<file path="config.mk">
export PLATFORM = sky130hd
export DESIGN_NAME = dsadc_converter_flat
export DESIGN_NICKNAME = d
export VERILOG_FILES = /design/src/design/dsadc_pkg.sv /design/src/design/dsadc_if.sv /design/src/design/dsadc_converter.sv /design/src/flat_wrapper.sv
export SDC_FILE = /design/constraint.sdc
export NUM_CORES = 1
export LEC_CHECK = 0
export ABC_AREA = 0
export BUFFER_PORTS_ARGS = -buffer_cell sky130_fd_sc_hd__buf_2
export CAP_MARGIN = 20
export CORE_UTILIZATION = 55
export CTS_BUF_LIST = sky130_fd_sc_hd__clkbuf_2
export DETAILED_ROUTE_END_ITERATION = 10
export PLACE_DENSITY = 0.79
export SETUP_SLACK_MARGIN = 0.02
export SLEW_MARGIN = 20
export SYNTH_ARGS = -nofsm -noshare
export SYNTH_HDL_FRONTEND = slang
export SYNTH_SLANG_ARGS = --single-unit
</file>
<file path="constraint.sdc">
create_clock -name mclk_in -period 1.7 [get_ports mclk_in]
set_input_delay 0 -clock mclk_in [delete_from_list [all_inputs] [get_ports mclk_in]]
set_output_delay 0 -clock mclk_in [all_outputs]
set_load 0.02 [all_outputs]
</file>
<file path="src/design/dsadc_pkg.sv">
// Shared constants for the dual SAR converter sequencer and its controller
// Assumes both ends run on mclk_in at 125 MHz
package dsadc_pkg;
	// =========================================================
	// Word format
	localparam int unsigned DATA_BITS   = 18;
	localparam int unsigned LAST_EDGE   = 19;
	localparam int unsigned CNT_W       = 5;
	localparam logic [17:0] CODE_POS_FS = 18'h1ffff;
	localparam logic [17:0] CODE_ZERO   = 18'h00000;
	localparam logic [17:0] CODE_NEG_1  = 18'h3ffff;
	localparam logic [17:0] CODE_NEG_FS = 18'h20000;
	// =========================================================
	// Timing
	localparam int unsigned CLK_PERIOD_PS     = 8000;
	localparam int unsigned TRIG_HIGH_NS      = 81;
	localparam int unsigned TRIG_LOW_SETUP_NS = 50;
	localparam int unsigned MSB_SETTLE_NS     = 200;
	localparam int unsigned TRIG_HIGH_CYC =
		(TRIG_HIGH_NS * 1000 + CLK_PERIOD_PS - 1) / CLK_PERIOD_PS;
	localparam int unsigned SETUP_CYC =
		(TRIG_LOW_SETUP_NS * 1000 + CLK_PERIOD_PS - 1) / CLK_PERIOD_PS;
	localparam int unsigned MSB_SETTLE_CYC =
		(MSB_SETTLE_NS * 1000 + CLK_PERIOD_PS - 1) / CLK_PERIOD_PS;
	localparam int unsigned HALF_PERIOD_CYC = 4;
	localparam logic [CNT_W-1:0] CNT_RESET = 5'h00;
	// =========================================================
	// Controller states
	typedef enum logic [2:0] {
		DSADC_IDLE,
		DSADC_TRIG,
		DSADC_SETTLE,
		DSADC_CLK_LO,
		DSADC_CLK_HI,
		DSADC_DONE
	} dsadc_ctl_e;
endpackage

</file>
<file path="src/design/dsadc_if.sv">
// Link between converter sequencer and its controller
// Assumes the testbench provides the common clock
`timescale 1ns/100ps
interface dsadc_if;
	logic        convert_trigger;
	logic        conversion_clock_in;
	logic        serial_data_a;
	logic        serial_data_b;
	modport converter (
		input  convert_trigger,
		input  conversion_clock_in,
		output serial_data_a,
		output serial_data_b
	);
	modport controller (
		output convert_trigger,
		output conversion_clock_in,
		input  serial_data_a,
		input  serial_data_b
	);
endinterface

</file>
<file path="src/design/dsadc_converter.sv">
// Converter end: conversion sequencer with serial result outputs
// Assumes trigger and clock arrive from a pin; comparator as inputs
//
// Behaviour
// - Conversion starts on trigger rising edge only
// - Controller drops trigger before edge 19
// - Controller trigger pulse 11 clocks, at least 81ns wide
// - Act only on rising clock edges
// - Controller captures data on rising edge; the LSB is taken at the end of DONE, with the clock halted and no edge
// - Block clock edges after the 19th
// - Return to tracking at edge 19
// - No clock edge in settle window
// - Controller halts clock after 19th edge
// - Results are 18-bit two's complement words
// - Resolve 18 bits per channel
// - Trigger spacing has no upper limit
// - Both channels enter hold together
// - MSB first, one bit per edge, shared
// - Each bit output one edge after decision
`timescale 1ns/100ps
module dsadc_converter #(
	parameter int unsigned DATA_W = 18
) (
	// Clock and reset
	input  wire logic              mclk_in,
	input  wire logic              rst_n_in,
	// Link
	dsadc_if.converter             link,
	// Comparator decisions per channel
	input  wire logic              cmp_a_in,
	input  wire logic              cmp_b_in,
	// Status
	output logic                   hold_out,
	output logic                   bit_strobe_out,
	output logic [DATA_W-1:0]      result_a_out,
	output logic [DATA_W-1:0]      result_b_out
);
	// =========================================================
	// Pin synchronisers
	logic [1:0] trig_sync_q;
	logic [1:0] clk_sync_q;
	logic       trig_prev_q;
	logic       clk_prev_q;
	logic       trig_rise;
	logic       clk_rise;
	always_ff @(posedge mclk_in)
	begin
		if (!rst_n_in)
		begin
			trig_sync_q <= 2'h0;
			clk_sync_q  <= 2'h0;
			trig_prev_q <= 1'b0;
			clk_prev_q  <= 1'b0;
		end
		else
		begin
			trig_sync_q <= {trig_sync_q[0], link.convert_trigger};
			clk_sync_q  <= {clk_sync_q[0], link.conversion_clock_in};
			trig_prev_q <= trig_sync_q[1];
			clk_prev_q  <= clk_sync_q[1];
		end
	end
	assign trig_rise = trig_sync_q[1] & ~trig_prev_q;
	assign clk_rise  = clk_sync_q[1] & ~clk_prev_q;
	// =========================================================
	// Edge counter and lockout
	logic [dsadc_pkg::CNT_W-1:0] edge_cnt_q;
	logic                        below_last;
	logic                        at_last;
	logic                        accept;
	assign below_last = edge_cnt_q < 5'(dsadc_pkg::LAST_EDGE);
	assign at_last    = edge_cnt_q == 5'(dsadc_pkg::LAST_EDGE - 1);
	assign accept     = clk_rise & hold_out & ~trig_rise
		& below_last;
	always_ff @(posedge mclk_in)
	begin
		if (!rst_n_in)
			edge_cnt_q <= dsadc_pkg::CNT_RESET;
		else if (trig_rise)
			edge_cnt_q <= dsadc_pkg::CNT_RESET;
		else if (accept)
			edge_cnt_q <= edge_cnt_q + 5'h01;
	end
	// =========================================================
	// Track and hold
	always_ff @(posedge mclk_in)
	begin
		if (!rst_n_in)
			hold_out <= 1'b0;
		else if (trig_rise)
			hold_out <= 1'b1;
		else if (accept && at_last)
			hold_out <= 1'b0;
	end
	assign bit_strobe_out = accept;

	// =========================================================
	// Shared one-hot bit sequence, both channels in step
	logic [dsadc_pkg::LAST_EDGE-1:0] seq_q;
	logic [dsadc_pkg::LAST_EDGE-1:0] seq_first;
	assign seq_first = {1'b1, {(dsadc_pkg::LAST_EDGE - 1){1'b0}}};
	always_ff @(posedge mclk_in)
	begin
		if (!rst_n_in)
			seq_q <= '0;
		else if (trig_rise)
			seq_q <= seq_first;
		else if (accept)
			seq_q <= seq_q >> 1;
	end

	// =========================================================
	// Decision latches, one per bit and channel
	logic [DATA_W-1:0] sar_a;
	logic [DATA_W-1:0] sar_b;
	for (genvar i = 0; i < DATA_W; i++)
	begin : g_bit
		logic dec_a_q;
		logic dec_b_q;
		always_ff @(posedge mclk_in)
		begin
			if (!rst_n_in || trig_rise)
			begin
				dec_a_q <= 1'b0;
				dec_b_q <= 1'b0;
			end
			else if (accept && seq_q[i+1])
			begin
				dec_a_q <= cmp_a_in;
				dec_b_q <= cmp_b_in;
			end
		end
		assign sar_a[i] = dec_a_q;
		assign sar_b[i] = dec_b_q;
	end

	// =========================================================
	// Serial outputs, one accepted edge behind each decision
	logic dout_a_q;
	logic dout_b_q;
	logic next_a;
	logic next_b;
	assign next_a = |(seq_q[DATA_W-1:0] & sar_a);
	assign next_b = |(seq_q[DATA_W-1:0] & sar_b);
	always_ff @(posedge mclk_in)
	begin
		if (!rst_n_in)
		begin
			dout_a_q <= 1'b0;
			dout_b_q <= 1'b0;
		end
		else if (accept && !seq_q[dsadc_pkg::LAST_EDGE-1])
		begin
			dout_a_q <= next_a;
			dout_b_q <= next_b;
		end
	end
	assign link.serial_data_a = dout_a_q;
	assign link.serial_data_b = dout_b_q;

	// =========================================================
	// Result words, two's complement as resolved
	always_ff @(posedge mclk_in)
	begin
		if (!rst_n_in)
		begin
			result_a_out <= '0;
			result_b_out <= '0;
		end
		else if (accept && at_last)
		begin
			result_a_out <= sar_a;
			result_b_out <= sar_b;
		end
	end
endmodule // dsadc_converter

</file>
<file path="src/flat_wrapper.sv">
// flat-port wrapper written by rule: the top's interface ports become plain ports
module dsadc_converter_flat 
#(
	parameter int unsigned DATA_W = 18
)
  (mclk_in, rst_n_in, cmp_a_in, cmp_b_in, hold_out, bit_strobe_out, result_a_out, result_b_out, link_convert_trigger, link_conversion_clock_in, link_serial_data_a, link_serial_data_b);
  dsadc_if link_i ();
  input  wire logic mclk_in;
  input  wire logic rst_n_in;
  input  wire logic cmp_a_in;
  input  wire logic cmp_b_in;
  output logic hold_out;
  output logic bit_strobe_out;
  output logic [DATA_W-1:0] result_a_out;
  output logic [DATA_W-1:0] result_b_out;
  input wire logic [$bits(link_i.convert_trigger)-1:0] link_convert_trigger;
  input wire logic [$bits(link_i.conversion_clock_in)-1:0] link_conversion_clock_in;
  output wire logic [$bits(link_i.serial_data_a)-1:0] link_serial_data_a;
  output wire logic [$bits(link_i.serial_data_b)-1:0] link_serial_data_b;
  assign link_i.convert_trigger = link_convert_trigger;
  assign link_i.conversion_clock_in = link_conversion_clock_in;
  assign link_serial_data_a = link_i.serial_data_a;
  assign link_serial_data_b = link_i.serial_data_b;
  dsadc_converter #(.DATA_W(DATA_W)) u_core (.mclk_in(mclk_in), .rst_n_in(rst_n_in), .link(link_i), .cmp_a_in(cmp_a_in), .cmp_b_in(cmp_b_in), .hold_out(hold_out), .bit_strobe_out(bit_strobe_out), .result_a_out(result_a_out), .result_b_out(result_b_out));
endmodule
</file>
==> Word level (Yosys, flattened, before mapping) <==
Index checks and enable logic that the tools add are counted.
{ "classes": {"bitwise": 11, "n_mux": 4, "add_sub_neg": 1, "n_eq_ne": 1, "n_reduce_logical": 28, "n_lt_le_gt_ge": 1} }
{ "ops": {"columns": ["operator", "count"], "rows": [
  ["$mux 19", 2],
  ["$and 18x18->18", 2],
  ["$reduce_or 18->1", 2],
  ["$logic_and 1x1->1", 20],
  ["$add 5x1->5 const B", 1],
  ["$and 1x1->1", 5],
  ["$eq 5x5->1 const B", 1],
  ["$lt 5x5->1 const B", 1],
  ["$not 1->1", 4],
  ["$reduce_bool 2->1", 2],
  ["$logic_not 1->1", 2],
  ["$mux 1", 2],
  ["$reduce_or 2->1", 1],
  ["$logic_or 1x1->1", 1]
]} }
{ "word_totals": {"out_inout_bits": 40, "input_bits": 6, "register_bits": 105, "elab_cells": 94} }

==> Logic depth before layout (Yosys ltp) <==
{ "depth": {"ltp_word": 8, "ltp_mapped": 8, "ltp_nobuf": 6} }

==> Worst setup path before layout <==
Ideal clock, no wire load.
{ "synth_path": {"path_kind": "reg-to-reg", "start": "register u_core.hold_out", "end": "register u_core.g_bit[1].dec_a_q", "setup_time_ns": 0.127, "required_time_ns": 1.573, "path_buffers": 2, "path_slack_ns": 0.126, "synth_period_minus_slack_ns": 1.574, "arrival_ns": 1.447, "path_stages_with_launch": 7, "cell_sequence": "dfxtp_1 -> and3b_1 -> buf_4 -> clkbuf_4 -> o2111ai_2 -> nand3_1 -> o21ai_0"} }
{ "synth_between": {"elab_chain_cells": 4} }
{ "synth_rtl": {"columns": ["item", "line_no", "source"], "rows": [
  ["start, declared", "dsadc_converter.sv:33", "output logic hold_out,"],
  ["start signal, assigned", "dsadc_converter.sv:89", "hold_out <= 1'b0;"],
  ["start signal, assigned", "dsadc_converter.sv:91", "hold_out <= 1'b1;"],
  ["start signal, assigned", "dsadc_converter.sv:93", "hold_out <= 1'b0;"],
  ["$and 1x1->1 (2 in a row)", "dsadc_converter.sv:73", "assign accept = clk_rise & hold_out & ~trig_rise"],
  ["$and 1x1->1", "dsadc_converter.sv:74", "& below_last;"],
  ["$logic_and 1x1->1", "dsadc_converter.sv:127", "else if (accept && seq_q[i+1])"],
  ["end signal, assigned", "dsadc_converter.sv:129", "dec_a_q <= cmp_a_in;"],
  ["end, declared", "dsadc_converter.sv:118", "logic dec_a_q;"]
]} }
Every way passes these cells.
A chain may end at the register's enable or synchronous reset.

==> Final worst setup path <==
{ "layout_path": {"start": "register u_core.edge_cnt_q[0] in the netlist's numbering", "end": "output bit_strobe_out"} }
{ "layout_between": {"elab_chain_cells": 2} }
{ "layout_rtl": {"columns": ["item", "line_no", "source"], "rows": [
  ["start, declared", "dsadc_converter.sv:67", "logic [dsadc_pkg::CNT_W-1:0] edge_cnt_q;"],
  ["start signal, assigned", "dsadc_converter.sv:78", "edge_cnt_q <= dsadc_pkg::CNT_RESET;"],
  ["start signal, assigned", "dsadc_converter.sv:80", "edge_cnt_q <= dsadc_pkg::CNT_RESET;"],
  ["start signal, assigned", "dsadc_converter.sv:82", "edge_cnt_q <= edge_cnt_q + 5'h01;"],
  ["$lt 5x5->1", "dsadc_converter.sv:71", "assign below_last = edge_cnt_q < 5'(dsadc_pkg::LAST_EDGE);"],
  ["$and 1x1->1", "dsadc_converter.sv:74", null],
  ["end, declared", "flat_wrapper.sv:13", "output logic bit_strobe_out;"]
]} }
Every way passes these cells.

==> flow_metrics.py <==
metrics = {
    "outcome": {
        "status": "completed",
    },
    "cts": {
        "clock_insertion_delay_worst_skew_ns": 0.56,
        "clkTransAtPathRegs_ns": 0.25,
        "cts-root-to-sink-buffers": 2,
        "tritoncts_num_sinks": 105,
        "cts_buffers": 9,
        "h-tree-depth": 3,
        "cts_tree": "built",
        "clock-root-buffer": "clkbuf_2",
    },
    "grt": {
        "first_pass_grt_wire_length_um": 16100,
        "gr-total-overflow": 0,
        "grt_util_all_layers_pct": 27.3,
        "antenna_found_initial": 0,
        "grt_max_degree": 37,
        "number_of_global_route_vias_before_repair": 3181,
    },
    "cells_and_area": {
        "drive_above_1_share_pct": 23.0,
        "area.growth.synth_to_final_pct": 17.3,
        "instances_no_fill": 596,
        "num_antenna_cells": 0,
        "layout.cells.most_common": "dfxtp_1",
        "mostFrequentLayoutCells": "dfxtp_1, nand2_1, buf_2, nand3_1, a21boi_1",
        "nFillCells": 545,
        "fin_nets": 503,
        "finalCoreUtilization_pct": 68.3,
    },
    "critical_path": {
        "crit-reg2reg-launch": "u_core.edge_cnt_q[0]",
        "r2r_setup_slack_ns": 0.10,
        "cp.required_ns": 1.70,
        "critical_path.reg2reg.endpoint": "u_core.result_a_out[3]",
        "setup.worst_path.start_class": "register",
        "timing.critical_path.from": "u_core.edge_cnt_q[0]",
        "worst_ep_arrival_time_ns": 1.65,
        "critical_path.endpoint_type": "output pin",
        "criticalPathCategory": "reg2out",
        "rr_worst_depth": 8,
        "critical_path.max_fanout": 4,
        "crit_path_end": "bit_strobe_out",
    },
    "die": {
        "boundaryPins": 46,
        "die_x_um": 87.8,
        "floorplan.initialDensity_pct": 58.3,
        "die_h_um": 87.8,
        "floorplan.rows": 30,
        "die-area_um2": 7700,
        "placeable_core_area_um2": 6940,
    },
    "pwr": {
        "power.share.sequential_pct": 65.9,
        "p_leak_uw": 0.00169,
        "comb_power_share_pct": 3.9,
        "power.share.clock_pct": 30.1,
        "p_sw_uw": 899,
        "totalPowerFinal_uw": 3770,
        "power.switching_fraction_pct": 23.9,
        "internal_power_uw": 2870,
        "cellPowerDensity_nw_per_um2": 794,
        "ir_drop_v": 0.000436,
    },
    "detailed_routing": {
        "starting_drc_count_in_detailed_routing": 320,
        "detailedRoute.firstPassIterationCount": 5,
        "finalWirelength_um": 10400,
        "via_per_inst": 5.98,
        "drt_drc_violations_left": 0,
        "routed_wire_length_per_instance_um": 17.4,
        "remaining_antenna_violation_count": 0,
        "detailroute.via_count": 3562,
    },
    "synthesis": {
        "synth-seq-cells": 105,
        "synth-warning-count": 0,
        "mean_syn_cell_area_um2": 9.26,
        "synthesized_net_count": 445,
        "synth.cell_area_um2": 4050,
        "postSynthCellCount": 437,
        "synth-seq-area-share_pct": 52.0,
        "synth.distinct_cells": 39,
    },
    "place": {
        "port_buffers": 45,
        "dp_cells": 564,
        "globalplace.congestion": 0.920,
        "minimum_setup_slack_after_placement_ns": 0.0445,
        "dp_hpwl_um": 6520,
    },
    "sta": {
        "finalCritPeriodShare_pct": 97.1,
        "timing.final.setup_violations": 0,
        "clock-skew-final_ns": 0.0275,
        "layout_setup_ws_ns": 0.0501,
        "slew_headroom_pct": 71.5,
        "hold-worst-slack_ns": 0.173,
        "worstMarginPinSlew_ns": 0.428,
        "maxSlewViolCount": 0,
        "final.min_clock_period_ns": 1.65,
        "setup_repair_after_global_routing_missed_its_margin": "true",
        "max_freq_mhz": 606,
        "hold_violations": 0,
    },
    "run": {
        "max_capacitance_violation_total": 0,
    },
    "min_path": {
        "min_delay_path_class": "in2reg",
    },
}
[metrics by stage]
step	cell area, µm²	TNS (ns)
after floorplan	4050	0
after global placement	4380	0
after detailed placement	4380	0
after CTS	4600	0
after global routing	4740	-0.0277
final	4740	0
[per-layer routing]
| metal | GRT usage [%] | wire length (µm) |
|---|---|---|
| met5 | 0 | 0 |
| met4 | 11.6 | 288 |
| met3 | 4.24 | 741 |
| met2 | 43.4 | 4820 |
| met1 | 36.9 | 4530 |
[kinds of logic (layout without fill, tap and decap cells)]
logic type	Yosys count	after routing	share of synthesized area [%]
and+or+nand+nor	155	155	17.5
AOI/OAI and AO/OA	140	140	25.5
DFF	105	105	52.0
buffers and inverters	34	97	4.14
adders and majority gates	2	2	0.619
xor gates and xnor gates	1	1	0.217
[worst max-delay path, stage by stage, from the launching register on]
cell	delay (ns)
dfxtp_4	0.41
a211oi_2	0.21
buf_4	0.18
o211ai_4	0.10
inv_2	0.09
buf_6	0.12
[power by group through the flow]
stage / clock network (µW) / registers [µW] / logic [µW]
floorplan: 0 / 2530 / 80.8
global placement: 0 / 2530 / 125
detailed placement: 0 / 2530 / 126
CTS: 1140 / 2480 / 137
global route: 1240 / 2490 / 157
finish: 1140 / 2480 / 147
[synthesized netlist by cell type]
| cell type | n | area (µm²) |
|---|---|---|
| dfxtp_1 | 105 | 2100 |
| nand2_1 | 92 | 345 |
| nand3_1 | 37 | 185 |
| a21boi_1 | 30 | 225 |
| o21ai_0 | 26 | 130 |
| a21oi_1 | 22 | 110 |
| o21ai_1 | 13 | 65.1 |
| a22oi_1 | 10 | 75.1 |
| o2111ai_2 | 10 | 150 |
| clkbuf_1 | 9 | 33.8 |
| and2_1 | 8 | 50.1 |
| buf_2 | 8 | 40.0 |
| o2111ai_1 | 8 | 70.1 |
| a21boi_0 | 6 | 45.0 |
| buf_1 | 6 | 22.5 |
| buf_4 | 5 | 37.5 |
| nand4_1 | 5 | 31.3 |
| a221oi_1 | 4 | 35.0 |
| a22o_1 | 4 | 35.0 |
| inv_1 | 4 | 15.0 |
| nor2_1 | 3 | 11.3 |
| ha_1 | 2 | 25.0 |
| nor2b_1 | 2 | 12.5 |
| o221a_1 | 2 | 22.5 |
| or3_1 | 2 | 12.5 |
| a2111oi_4 | 1 | 27.5 |
| a211o_1 | 1 | 8.76 |
| a211oi_1 | 1 | 7.51 |
| a211oi_2 | 1 | 12.5 |
| and3b_1 | 1 | 8.76 |
| and4_1 | 1 | 8.76 |
| buf_6 | 1 | 11.3 |
| clkbuf_4 | 1 | 7.51 |
| nand2_2 | 1 | 6.26 |
| nand2b_2 | 1 | 8.76 |
| nand3b_1 | 1 | 7.51 |
| nand4_4 | 1 | 21.3 |
| o211ai_2 | 1 | 12.5 |
| xnor2_1 | 1 | 8.76 |
[area by class of cell]
cell class,count,area [µm²],share of cell area [%]
multi-input cells,298,1830,38.5
flip-flops and latches,105,2110,44.5
clock inverters,6,58.8,1.24
inverters,4,17.5,0.369
clock buffers,10,50.0,1.05
repair buffers,77,559,11.8
well taps,96,120,2.53
[sequential cells by signal, summed over array words and instances, names as in the netlist]
register / count
u_core.result_b_out: 18
u_core.trig_sync_q: 2
u_core.g_bit.dec_a_q: 18
u_core.clk_sync_q: 2
u_core.link.serial_data_b: 1
u_core.clk_prev_q: 1
u_core.seq_q: 19
u_core.link.serial_data_a: 1
u_core.edge_cnt_q: 5
u_core.result_a_out: 18
u_core.g_bit.dec_b_q: 18
u_core.trig_prev_q: 1
u_core.hold_out: 1
[worst min path at each step]
stage | cells past startpoint | slack [ns] | from | end
after detailed placement | 2 | 0.21 | link_conversion_clock_in | u_core.clk_sync_q[0]
after global placement | 2 | 0.21 | link_conversion_clock_in | u_core.clk_sync_q[0]
after CTS | 3 | 0.15 | link_conversion_clock_in | u_core.clk_sync_q[0]
after global routing | 3 | 0.17 | link_convert_trigger | u_core.trig_sync_q[0]
after floorplan | 1 | 0.13 | link_conversion_clock_in | u_core.clk_sync_q[0]
final | 3 | 0.17 | link_convert_trigger | u_core.trig_sync_q[0]
[repair_timing]
action | in CTS | in global routing
gates resized for setup | 10 | 17
buffers inserted | 5 | 2
setup endpoints to repair | 3 | 56
hold endpoints to repair | 58 | 0
pin swaps | 1 | 3
hold buffers | 5 | 0
cloned | 0 | 4
Power figures use the tool's default switching activity.
